===== src/scd_pkg.sv =====
// Function
// - Phase bit 5 and polarity bit 4 of configuration give four clock modes.
// - Phase 0 centres data on first clock edge; phase 1 on second.
// - Polarity 0 idles the clock low; polarity 1 idles it high.
// - Master and slave must share phase and polarity before exchanging data.
// - Clock-rate setting applies only in master role; ignored as slave.
// - Master rate never above half system clock or 12.5 MHz.
// - Receive-only slave with synchronous inputs accepts up to 1/4 clock.
// - Busy flag bit 7 reads 1 while any transfer is in progress; as slave the code sets it only from the first to the eighth sample.
// - Bit 6 selects role: 0 slave, 1 master.
// - Bit 3 reads 1 while deglitched slave select is low.
// - Bit 2 returns the undeglitched select pin level at read time.
// - Shift-empty bit 1 sets after byte with nothing pending; master reads 1.
// - Receive-empty bit 0 is 1 after read, 0 with unread data; master role reads 1 always.
// - Data write loads transmit buffer; in master role it starts transfer.
// - Data read returns the receive buffer.
// - Slave samples mid-bit; master samples one clock before bit end.
//
// Purpose: Constants shared by the serial port design
// Assumes: 100 MHz system clock
// Notes:   Register offsets are the special-function addresses
package scd_pkg;
    // ======================================================
    // Register map
    localparam logic [7:0] CFG_ADDR = 8'ha1;
    localparam logic [7:0] DAT_ADDR = 8'ha3;
    localparam logic [7:0] CFG_RESET = 8'h07;
    localparam logic [7:0] DAT_RESET = 8'h00;
    localparam int BUSY_BIT = 7;
    localparam int MASTER_BIT = 6;
    localparam int PHASE_BIT = 5;
    localparam int POL_BIT = 4;
    localparam int SEL_BIT = 3;
    localparam int PIN_BIT = 2;
    localparam int SHIFT_REGISTER_EMPTY_BIT = 1;
    localparam int RECEIVE_BUFFER_EMPTY_BIT = 0;

    // ======================================================
    // Timing
    localparam int SYS_PERIOD_NS = 10;
    localparam int MIN_SCK_PERIOD_NS = 80;
    // Least half period, rounded up to whole cycles
    localparam int MIN_HALF_CYC =
        (MIN_SCK_PERIOD_NS + 2 * SYS_PERIOD_NS - 1) / (2 * SYS_PERIOD_NS);
    localparam int BYTE_BITS = 8;
    localparam int TX_DEPTH = 16;

    // ======================================================
    // Master engine states
    typedef enum logic [0:0] {
        SCD_M_IDLE = 1'b0,
        SCD_M_RUN = 1'b1
    } scd_mstate_t;
endpackage : scd_pkg


===== src/scd_port.sv =====
// Purpose: Serial port with configuration, data buffer and shift engines
// Assumes: Link pins are asynchronous and pass two flops before use
// Notes:   Transmit data waits in a small FIFO; writes when full are lost
`timescale 1ns/1ps

// ======================================================
// Transmit FIFO
module scd_fifo #(
    parameter int WIDTH = 8,
    parameter int DEPTH = 16
) (
    input wire logic clk,
    input wire logic arst_n,
    input wire logic in_valid,
    output logic in_ready,
    input wire logic [WIDTH-1:0] in_data,
    output logic out_valid,
    input wire logic out_ready,
    output logic [WIDTH-1:0] out_data
);
    localparam int AW = $clog2(DEPTH);
    logic [WIDTH-1:0] mem_q [DEPTH];
    logic [AW-1:0] wp_q;
    logic [AW-1:0] rp_q;
    logic [AW:0] cnt_q;
    wire push = in_valid && in_ready;
    wire pop = out_valid && out_ready;

    if (DEPTH < 2 || (1 << AW) != DEPTH)
        $error("scd_fifo depth must be a power of two");

    // Honest flags straight from the occupancy count
    assign in_ready = cnt_q != DEPTH[AW:0];
    assign out_valid = cnt_q != '0;
    assign out_data = mem_q[rp_q];

    // Storage array, no reset needed on data
    always_ff @(posedge clk)
    begin
        if (push)
            mem_q[wp_q] <= in_data;
    end

    // Pointers and count
    always_ff @(posedge clk or negedge arst_n)
    begin
        if (!arst_n)
        begin
            wp_q <= '0;
            rp_q <= '0;
            cnt_q <= '0;
        end
        else
        begin
            if (push)
                wp_q <= wp_q + 1'b1;
            if (pop)
                rp_q <= rp_q + 1'b1;
            if (push && !pop)
                cnt_q <= cnt_q + 1'b1;
            else if (pop && !push)
                cnt_q <= cnt_q - 1'b1;
        end
    end
endmodule : scd_fifo

// ======================================================
// Port top
module scd_port #(
    parameter int TX_DEPTH = scd_pkg::TX_DEPTH
) (
    input wire logic mclk,
    input wire logic arst_n,
    input wire logic [7:0] sfr_addr,
    input wire logic sfr_wr,
    input wire logic sfr_rd,
    input wire logic [7:0] sfr_wdata,
    output logic [7:0] sfr_rdata,
    input wire logic port_enable,
    input wire logic [7:0] clock_rate,
    output logic tx_buf_ready,
    input wire logic sck_i,
    output logic sck_o,
    output logic sck_oe,
    input wire logic mosi_i,
    output logic mosi_o,
    output logic mosi_oe,
    input wire logic miso_i,
    output logic miso_o,
    output logic miso_oe,
    input wire logic slave_select_pin_n
);
    // ======================================================
    // Pin synchronisers: stage one feeds only stage two
    logic [1:0] sck_m_q;
    logic [1:0] mosi_m_q;
    logic [1:0] miso_m_q;
    logic [1:0] nss_m_q;
    logic sck_p_q;
    logic nss_h1_q;
    logic nss_h2_q;
    logic nss_dg_q;
    wire sck_s = sck_m_q[1];
    wire mosi_s = mosi_m_q[1];
    wire miso_s = miso_m_q[1];
    wire nss_s = nss_m_q[1];

    always_ff @(posedge mclk or negedge arst_n)
    begin
        if (!arst_n)
        begin
            sck_m_q <= '0;
            mosi_m_q <= '0;
            miso_m_q <= '0;
            nss_m_q <= 2'h3;
        end
        else
        begin
            sck_m_q <= {sck_m_q[0], sck_i};
            mosi_m_q <= {mosi_m_q[0], mosi_i};
            miso_m_q <= {miso_m_q[0], miso_i};
            nss_m_q <= {nss_m_q[0], slave_select_pin_n};
        end
    end

    // select deglitch: three equal samples in a row move the copy
    always_ff @(posedge mclk or negedge arst_n)
    begin
        if (!arst_n)
        begin
            nss_h1_q <= 1'b1;
            nss_h2_q <= 1'b1;
            nss_dg_q <= 1'b1;
            sck_p_q <= 1'b0;
        end
        else
        begin
            nss_h1_q <= nss_s;
            nss_h2_q <= nss_h1_q;
            sck_p_q <= sck_s;
            if (nss_s == nss_h1_q && nss_h1_q == nss_h2_q)
                nss_dg_q <= nss_s;
        end
    end

    // ======================================================
    // Configuration state and shared wires
    logic master_q;
    logic cpha_q;
    logic cpol_q;
    logic [7:0] rx_q;
    logic rxb_q;
    logic fifo_valid;
    logic [7:0] fifo_data;
    wire cfg_wr = sfr_wr && sfr_addr == scd_pkg::CFG_ADDR;
    wire dat_wr = sfr_wr && sfr_addr == scd_pkg::DAT_ADDR;
    wire cfg_rd = sfr_rd && sfr_addr == scd_pkg::CFG_ADDR;
    wire dat_rd = sfr_rd && sfr_addr == scd_pkg::DAT_ADDR;
    wire m_en = port_enable && master_q;
    wire s_sel = port_enable && !master_q && !nss_dg_q;

    // ======================================================
    // Master engine: 16 half periods per byte
    scd_pkg::scd_mstate_t m_st_q;
    logic [3:0] half_q;
    logic [8:0] hcnt_q;
    logic [7:0] m_sh_q;
    logic [7:0] m_rx_q;
    wire m_run = m_st_q == scd_pkg::SCD_M_RUN;
    wire m_start = m_en && !m_run && fifo_valid;
    wire [8:0] rate_half = {1'b0, clock_rate} + 9'h001;
    // rate clamp: never shorter than the least half period
    // rate ignored as slave: only the master engine reads it
    wire [8:0] half_len = (rate_half < 9'(scd_pkg::MIN_HALF_CYC)) ?
        9'(scd_pkg::MIN_HALF_CYC) : rate_half;
    wire half_end = m_run && hcnt_q == half_len - 9'h001;
    // master sampling on the last cycle of each bit
    wire m_sample = half_end && half_q[0];
    wire m_done = half_end && half_q == 4'hf;
    wire [7:0] m_rx_next = {m_rx_q[6:0], miso_s};

    // phase: odd halves end each bit for either phase setting
    always_ff @(posedge mclk or negedge arst_n)
    begin
        if (!arst_n)
        begin
            m_st_q <= scd_pkg::SCD_M_IDLE;
            half_q <= '0;
            hcnt_q <= '0;
            m_sh_q <= '0;
            m_rx_q <= '0;
        end
        else if (!m_en)
        begin
            m_st_q <= scd_pkg::SCD_M_IDLE;
            half_q <= '0;
            hcnt_q <= '0;
        end
        else
        begin
            unique case (m_st_q)
                scd_pkg::SCD_M_IDLE:
                begin
                    hcnt_q <= '0;
                    half_q <= '0;
                    // master start: a written byte starts the transfer
                    if (m_start)
                    begin
                        m_sh_q <= fifo_data;
                        m_st_q <= scd_pkg::SCD_M_RUN;
                    end
                end
                scd_pkg::SCD_M_RUN:
                begin
                    hcnt_q <= half_end ? 9'h000 : hcnt_q + 9'h001;
                    if (half_end)
                        half_q <= half_q + 4'h1;
                    if (m_sample)
                        m_rx_q <= m_rx_next;
                    // msb first: next bit moves up at each bit end
                    if (m_sample)
                        m_sh_q <= {m_sh_q[6:0], 1'b0};
                    if (m_done)
                        m_st_q <= scd_pkg::SCD_M_IDLE;
                end
            endcase
        end
    end

    // idle level and mode: clock follows polarity, phase and half
    assign sck_o = m_run ? (cpol_q ^ cpha_q ^ half_q[0]) : cpol_q;
    assign mosi_o = m_sh_q[7];
    // role select: only the chosen role drives its pins
    assign sck_oe = m_en;
    assign mosi_oe = m_en;
    assign miso_oe = s_sel;

    // ======================================================
    // Slave engine: edges found on the sampled link clock
    // slave rate: two sync flops plus edge find need four clocks a bit
    logic [2:0] s_cnt_q;
    logic [7:0] s_rx_q;
    logic [7:0] tx_sh_q;
    logic loaded_q;
    logic out_q;
    logic shift_register_empty_q;
    wire s_edge = s_sel && (sck_s ^ sck_p_q);
    wire s_lead = s_edge && (sck_s != cpol_q);
    // slave sampling on the edge that sits mid-bit
    wire s_samp = cpha_q ? (s_edge && !s_lead) : s_lead;
    wire s_shft = s_edge && !s_samp;
    // mode shared: edges are decoded with the port's own phase and polarity bits
    // Phase 0 trailing edge after the eighth sample closes the old byte
    wire s_tail = s_shft && !cpha_q && s_cnt_q == 3'h0;
    wire s_done = s_samp && s_cnt_q == 3'h7;
    wire s_idle_load = !loaded_q && s_cnt_q == 3'h0 && !s_edge;
    wire s_load = s_sel && fifo_valid && (s_done || s_idle_load);
    wire [7:0] s_rx_next = {s_rx_q[6:0], mosi_s};
    assign miso_o = out_q;

    // Bit counter and receive shifter
    always_ff @(posedge mclk or negedge arst_n)
    begin
        if (!arst_n)
        begin
            s_cnt_q <= '0;
            s_rx_q <= '0;
        end
        else if (!s_sel)
            s_cnt_q <= '0;
        else if (s_samp)
        begin
            s_cnt_q <= s_cnt_q + 3'h1;
            s_rx_q <= s_rx_next;
        end
    end

    // Transmit byte held still; the counter picks the bit
    always_ff @(posedge mclk or negedge arst_n)
    begin
        if (!arst_n)
        begin
            tx_sh_q <= '0;
            loaded_q <= 1'b0;
            out_q <= 1'b0;
        end
        else
        begin
            if (s_load)
                tx_sh_q <= fifo_data;
            if (s_load)
                loaded_q <= 1'b1;
            else if (s_done)
                loaded_q <= 1'b0;
            // msb first out of the slave
            if (s_load && !s_done)
                out_q <= fifo_data[7];
            else if (s_shft)
                out_q <= tx_sh_q[~s_cnt_q];
        end
    end

    // shift empty: byte end sets and wins over the clock-edge clear
    always_ff @(posedge mclk or negedge arst_n)
    begin
        if (!arst_n)
            shift_register_empty_q <= 1'b1;
        else if (s_load)
            shift_register_empty_q <= 1'b0;
        else if (s_done)
            shift_register_empty_q <= 1'b1;
        else if (s_edge && !s_tail)
            shift_register_empty_q <= 1'b0;
    end

    // ======================================================
    // Transmit buffer
    scd_fifo #(
        .WIDTH(scd_pkg::BYTE_BITS),
        .DEPTH(TX_DEPTH)
    ) u_txf (
        .clk(mclk),
        .arst_n(arst_n),
        .in_valid(dat_wr),
        .in_ready(tx_buf_ready),
        .in_data(sfr_wdata),
        .out_valid(fifo_valid),
        .out_ready(m_start || s_load),
        .out_data(fifo_data)
    );

    // ======================================================
    // Registers and read port
    wire byte_done = m_done || s_done;
    wire busy = m_run || (s_sel && s_cnt_q != 3'h0);
    wire shift_register_empty_rd = master_q ? 1'b1 : shift_register_empty_q;
    wire rxb_rd = master_q ? 1'b1 : rxb_q;
    // raw pin: the synced level, no deglitch
    wire [7:0] cfg_val = {busy, master_q, cpha_q, cpol_q, !nss_dg_q,
        nss_s, shift_register_empty_rd, rxb_rd};

    // Configuration writes and receive buffer
    always_ff @(posedge mclk or negedge arst_n)
    begin
        if (!arst_n)
        begin
            master_q <= scd_pkg::CFG_RESET[scd_pkg::MASTER_BIT];
            cpha_q <= scd_pkg::CFG_RESET[scd_pkg::PHASE_BIT];
            cpol_q <= scd_pkg::CFG_RESET[scd_pkg::POL_BIT];
            rx_q <= scd_pkg::DAT_RESET;
            rxb_q <= scd_pkg::CFG_RESET[scd_pkg::RECEIVE_BUFFER_EMPTY_BIT];
        end
        else
        begin
            // role and mode bits written by software
            if (cfg_wr)
            begin
                master_q <= sfr_wdata[scd_pkg::MASTER_BIT];
                cpha_q <= sfr_wdata[scd_pkg::PHASE_BIT];
                cpol_q <= sfr_wdata[scd_pkg::POL_BIT];
            end
            if (byte_done)
                rx_q <= m_done ? m_rx_next : s_rx_next;
            // receive empty: new data wins over a read
            if (byte_done)
                rxb_q <= 1'b0;
            else if (dat_rd)
                rxb_q <= 1'b1;
        end
    end

    // read data register; unmapped reads return zero
    always_ff @(posedge mclk or negedge arst_n)
    begin
        if (!arst_n)
            sfr_rdata <= '0;
        else if (cfg_rd)
            sfr_rdata <= cfg_val;
        else if (dat_rd)
            sfr_rdata <= rx_q;
        else if (sfr_rd)
            sfr_rdata <= '0;
    end
endmodule : scd_port


===== config.mk =====
export PLATFORM = sky130hd
export DESIGN_NAME = scd_port
export DESIGN_NICKNAME = d
export VERILOG_FILES = /design/src/scd_pkg.sv /design/src/scd_port.sv
export SDC_FILE = /design/constraint.sdc
export NUM_CORES = 1
export LEC_CHECK = 0
export ABC_CLOCK_PERIOD_IN_PS = 7650
export BUFFER_PORTS_ARGS = -buffer_cell sky130_fd_sc_hd__buf_2
export CORE_MARGIN = 1.5
export CORE_UTILIZATION = 60
export CTS_BUF_LIST = sky130_fd_sc_hd__clkbuf_8
export CTS_CLUSTER_DIAMETER = 100
export CTS_CLUSTER_SIZE = 16
export DETAILED_ROUTE_END_ITERATION = 16
export PLACE_DENSITY_LB_ADDON = 0.05
export SKIP_LAST_GASP = 1
export SLEW_MARGIN = 10
export SYNTH_ARGS = -nofsm -noshare
export SYNTH_HDL_FRONTEND = slang
export SYNTH_SLANG_ARGS = --single-unit
export TNS_END_PERCENT = 100

===== constraint.sdc =====
create_clock -name mclk -period 7.65 [get_ports mclk]
set_input_delay 0.765 -clock mclk [delete_from_list [all_inputs] [get_ports mclk]]
set_output_delay 0.765 -clock mclk [all_outputs]
set_load 0.01 [all_outputs]

==> qor.csv <==
stage,metric,value,unit
global_route,largest net degree at the start of global routing,68,
setup_path,Worst setup SP type,input port,
synthesis,synth unique cells,52,
power_and_ir_drop,Pwr Density,243.3,nW/um2
setup_path,RR Endpoint,u_txf.cnt_q[4],
setup_path,Setup Crit Path Kind,in2reg,
outcome,status,"finished, final reports clean",
setup_path,CP cell instances,buf_2 -> ha_1 -> or3b_1 -> a21o_1 -> nand2_1 -> nand3_1 -> nand2b_1 -> ha_1 -> nand2_1 -> a21oi_2 -> and3_1 -> nor4b_2 -> a311oi_1 -> nor4_4 -> and3_1 -> mux2_1,
sta,sum of negative setup slack,0,ns
synthesis,YS warnings,0,
clock_network,cts repair resizes,0,
clock_network,clock transition at the registers of the reported paths,0.12,ns
floorplan,Die ar.,17230,um2
synthesis,"Top FF cell, synth",edfxtp_1,
drt,post-route ant nets,0,
drt,Routed wire per std cell,19.41,um
clock_network,CTS Buf Count,17,
layout,area grow syn2layout,7.350,%
setup_path,register-to-register setup slack,4.04,ns
floorplan,Initial Utilization,0.6171,
floorplan,Die Span X,131.3,um
clock_network,clock latency on the worst-skew pair,0.52,ns
synthesis,syn nets,770,
global_route,global routing usage summed across all routing layers,0.2293,
worst_hold_path,Hold/Removal Path Class,in2async,
power_and_ir_drop,peak supply drop,0.1829,mV
sta,Final Hold Fails,0,
setup_path,worst r2r src,cpol_q,
synthesis,sequential area share after synthesis,0.6310,
synthesis,area share of the largest cell type after synthesis,0.3893,
synthesis,Synth Instances,720,
clock_network,setup repair bufs after CTS,0,
setup_path,R2R cell count,14,
synthesis,syn_area_per_cell,13.71,um2
setup_path,Critical Path End Type,flip-flop,
drt,DRT Pass-1 Iters,4,
floorplan,chip height,131.3,um
synthesis,Post-synth EDFFs,128,
sta,Slew @ Worst Pin,1.218,ns
sta,Final setup viols,0,
layout,ant diodes,0,
synthesis,Synth Cell Area,9873,um2
synthesis,Post-synth top cells,"128 x edfxtp_1, 88 x dfrtp_1, 51 x nor2_1",
setup_path,Slowest cell on crit path,nor4_4,
global_route,initial antenna violation count,0,
sta,RSZ-0062 raised after global routing,no,
sta,final clock skew,0.02620,ns
clock_network,Sink Count,223,
layout,nets,812,
floorplan,IO Count,48,
drt,DR iter-0 viols,390,
setup_path,worst-path maximum fanout,10,
global_route,global-route wire length before repair,31290,um
synthesis,"top cells by area, synth","edfxtp_1 39%, dfrtp_1 22%, mux2_2 4.6%",
sta,WHS,0.1392,ns
layout,share of post-route cells with drive strength above 1,0.1928,
clock_network,# hold bufs at CTS,0,
setup_path,crit-path max cell delay,0.54,ns
place,port bufs,47,
synthesis,Seq cells post-synth,223,
synthesis,asr flop ratio synth,0.4260,
drt,vias per cell,5.886,
sta,Setup WS post-layout,3.392,ns
drt,DR vias,5821,
global_route,total global routing overflow,0,
sta,"Slew Viols, Final",0,
clock_network,Max Root-Sink Buffers,3,
place,hpwl dp,13430,um
setup_path,CP arrival,4.64,ns
sta,Slew headroom,0.1818,
clock_network,Root Driver,clkbuf_8,
floorplan,number of core rows,46,
clock_network,TritonCTS clock tree,built,
flow_run,Max-Cap Viols,0,
place,setup slack at placement,2.892,ns
synthesis,"count leader, synth",edfxtp_1,
setup_path,crit path from,clock_rate[0],
sta,post-layout minimum cycle time,4.258,ns
synthesis,dominant cell type by area after synthesis,edfxtp_1,
power_and_ir_drop,Leak,4.158,nW
sta,fin crit share,0.5566,
floorplan,Placeable Area,16000,um2
place,gp weighted congestion,0.8395,
global_route,vias in the first global route,5880,
sta,FMAX,234.8,MHz
clock_network,Max H-tree Level,1,
drt,drt total wl,19200,um
setup_path,Crit path required time,8.04,ns
setup_path,CP endpoint,rx_q[3],
layout,# fillers,1203,
drt,# DRC,0,
## worst max-delay path, delay by kind of cell
| kind | cells | cell delay, ns |
|---|---|---|
| adder cells (fa/ha/maj) | 2 | 0.60 |
| AO/OA/AOI/OAI | 3 | 0.46 |
| multiplexers | 1 | 0.36 |
| AND/OR/NAND/NOR | 9 | 2.31 |
| buffers and inverters | 1 | 0.14 |
## worst min path at each step
stage          slack [ns]  cells past startpoint           to
6_report             0.14                      1    hcnt_q[2]
5_1_grt              0.15                      1    hcnt_q[6]
4_1_cts              0.14                      1    hcnt_q[6]
3_5_place_dp         0.34                      0  miso_m_q[1]
3_3_place_gp         0.33                      0  mosi_m_q[1]
2_1_floorplan        0.33                      0  miso_m_q[1]
## sequential cells by signal, summed over array words and instances, names as in the netlist, 5 cells and up
| register | flops |
|---|---|
| m_rx_q | 7 |
| u_txf.mem_q | 128 |
| u_txf.cnt_q | 5 |
| tx_sh_q | 8 |
| sfr_rdata | 8 |
| s_rx_q | 7 |
| m_sh_q | 8 |
| hcnt_q | 9 |
| rx_q | 8 |
## cells by family after synthesis
family,Yosys count,share of synthesized area
AOI/OAI and AO/OA,105,0.06565
muxes,104,0.1348
DFF,223,0.6310
xor gates and xnor gates,39,0.03612
adders and majority gates,17,0.02230
buffers and inverters,53,0.02154
and+or+nand+nor,179,0.08858
## where the power goes
group	internal [mW]	switching [mW]	leakage [nW]
sequential	1.35	0.0766	2.38
combinational	0.275	0.299	1.60
clock	0.211	0.365	0.186
total	1.84	0.741	4.16
## layer usage
layer  vias to the layer above  global-route usage  wire length, um
li1                       2732                   -                -
met1                      2885              0.3049             8187
met2                       163              0.3921             9565
met3                        41             0.03125              834
met4                         0             0.07901              611
met5                         -                   0                0
## layout make-up
class                   count  area, um2  share of cell area
flip-flops and latches    223       6231              0.5879
multi-input cells         444       3431              0.3237
repair buffers             56      305.3             0.02880
well taps                 216      270.3             0.02550
clock buffers              17      234.0             0.02208
inverters                  20      75.07            0.007083
clock inverters            13      52.55            0.004958
## stage by stage
step	area, um2	power (mW)	util	instances
after floorplan	9873	1.867	-	720
after global placement	10310	2.016	0.6445	959
after detailed placement	10310	2.033	0.6445	959
after CTS	10600	2.601	0.6624	989
after global routing	10600	2.708	0.6624	989
final	10600	2.579	0.6624	989
## placed cells by master (no fill, tap or decap), types with 10 or more instances in the layout
cell type	Yosys	layout
a21oi_1	21	21
a31oi_1	18	18
and3_1	11	11
buf_2	5	46
buf_4	2	10
clkbuf_8	0	17
dfrtp_1	88	87
edfxtp_1	128	128
ha_1	16	16
inv_1	20	32
mux2_1	12	12
mux2_2	40	40
mux2i_1	34	34
mux4_2	18	18
nand2_1	49	49
nand3_1	26	26
nor2_1	51	51
o21ai_0	38	38
xnor2_1	28	28
xor2_1	10	10
Power figures use the tool's default switching activity.
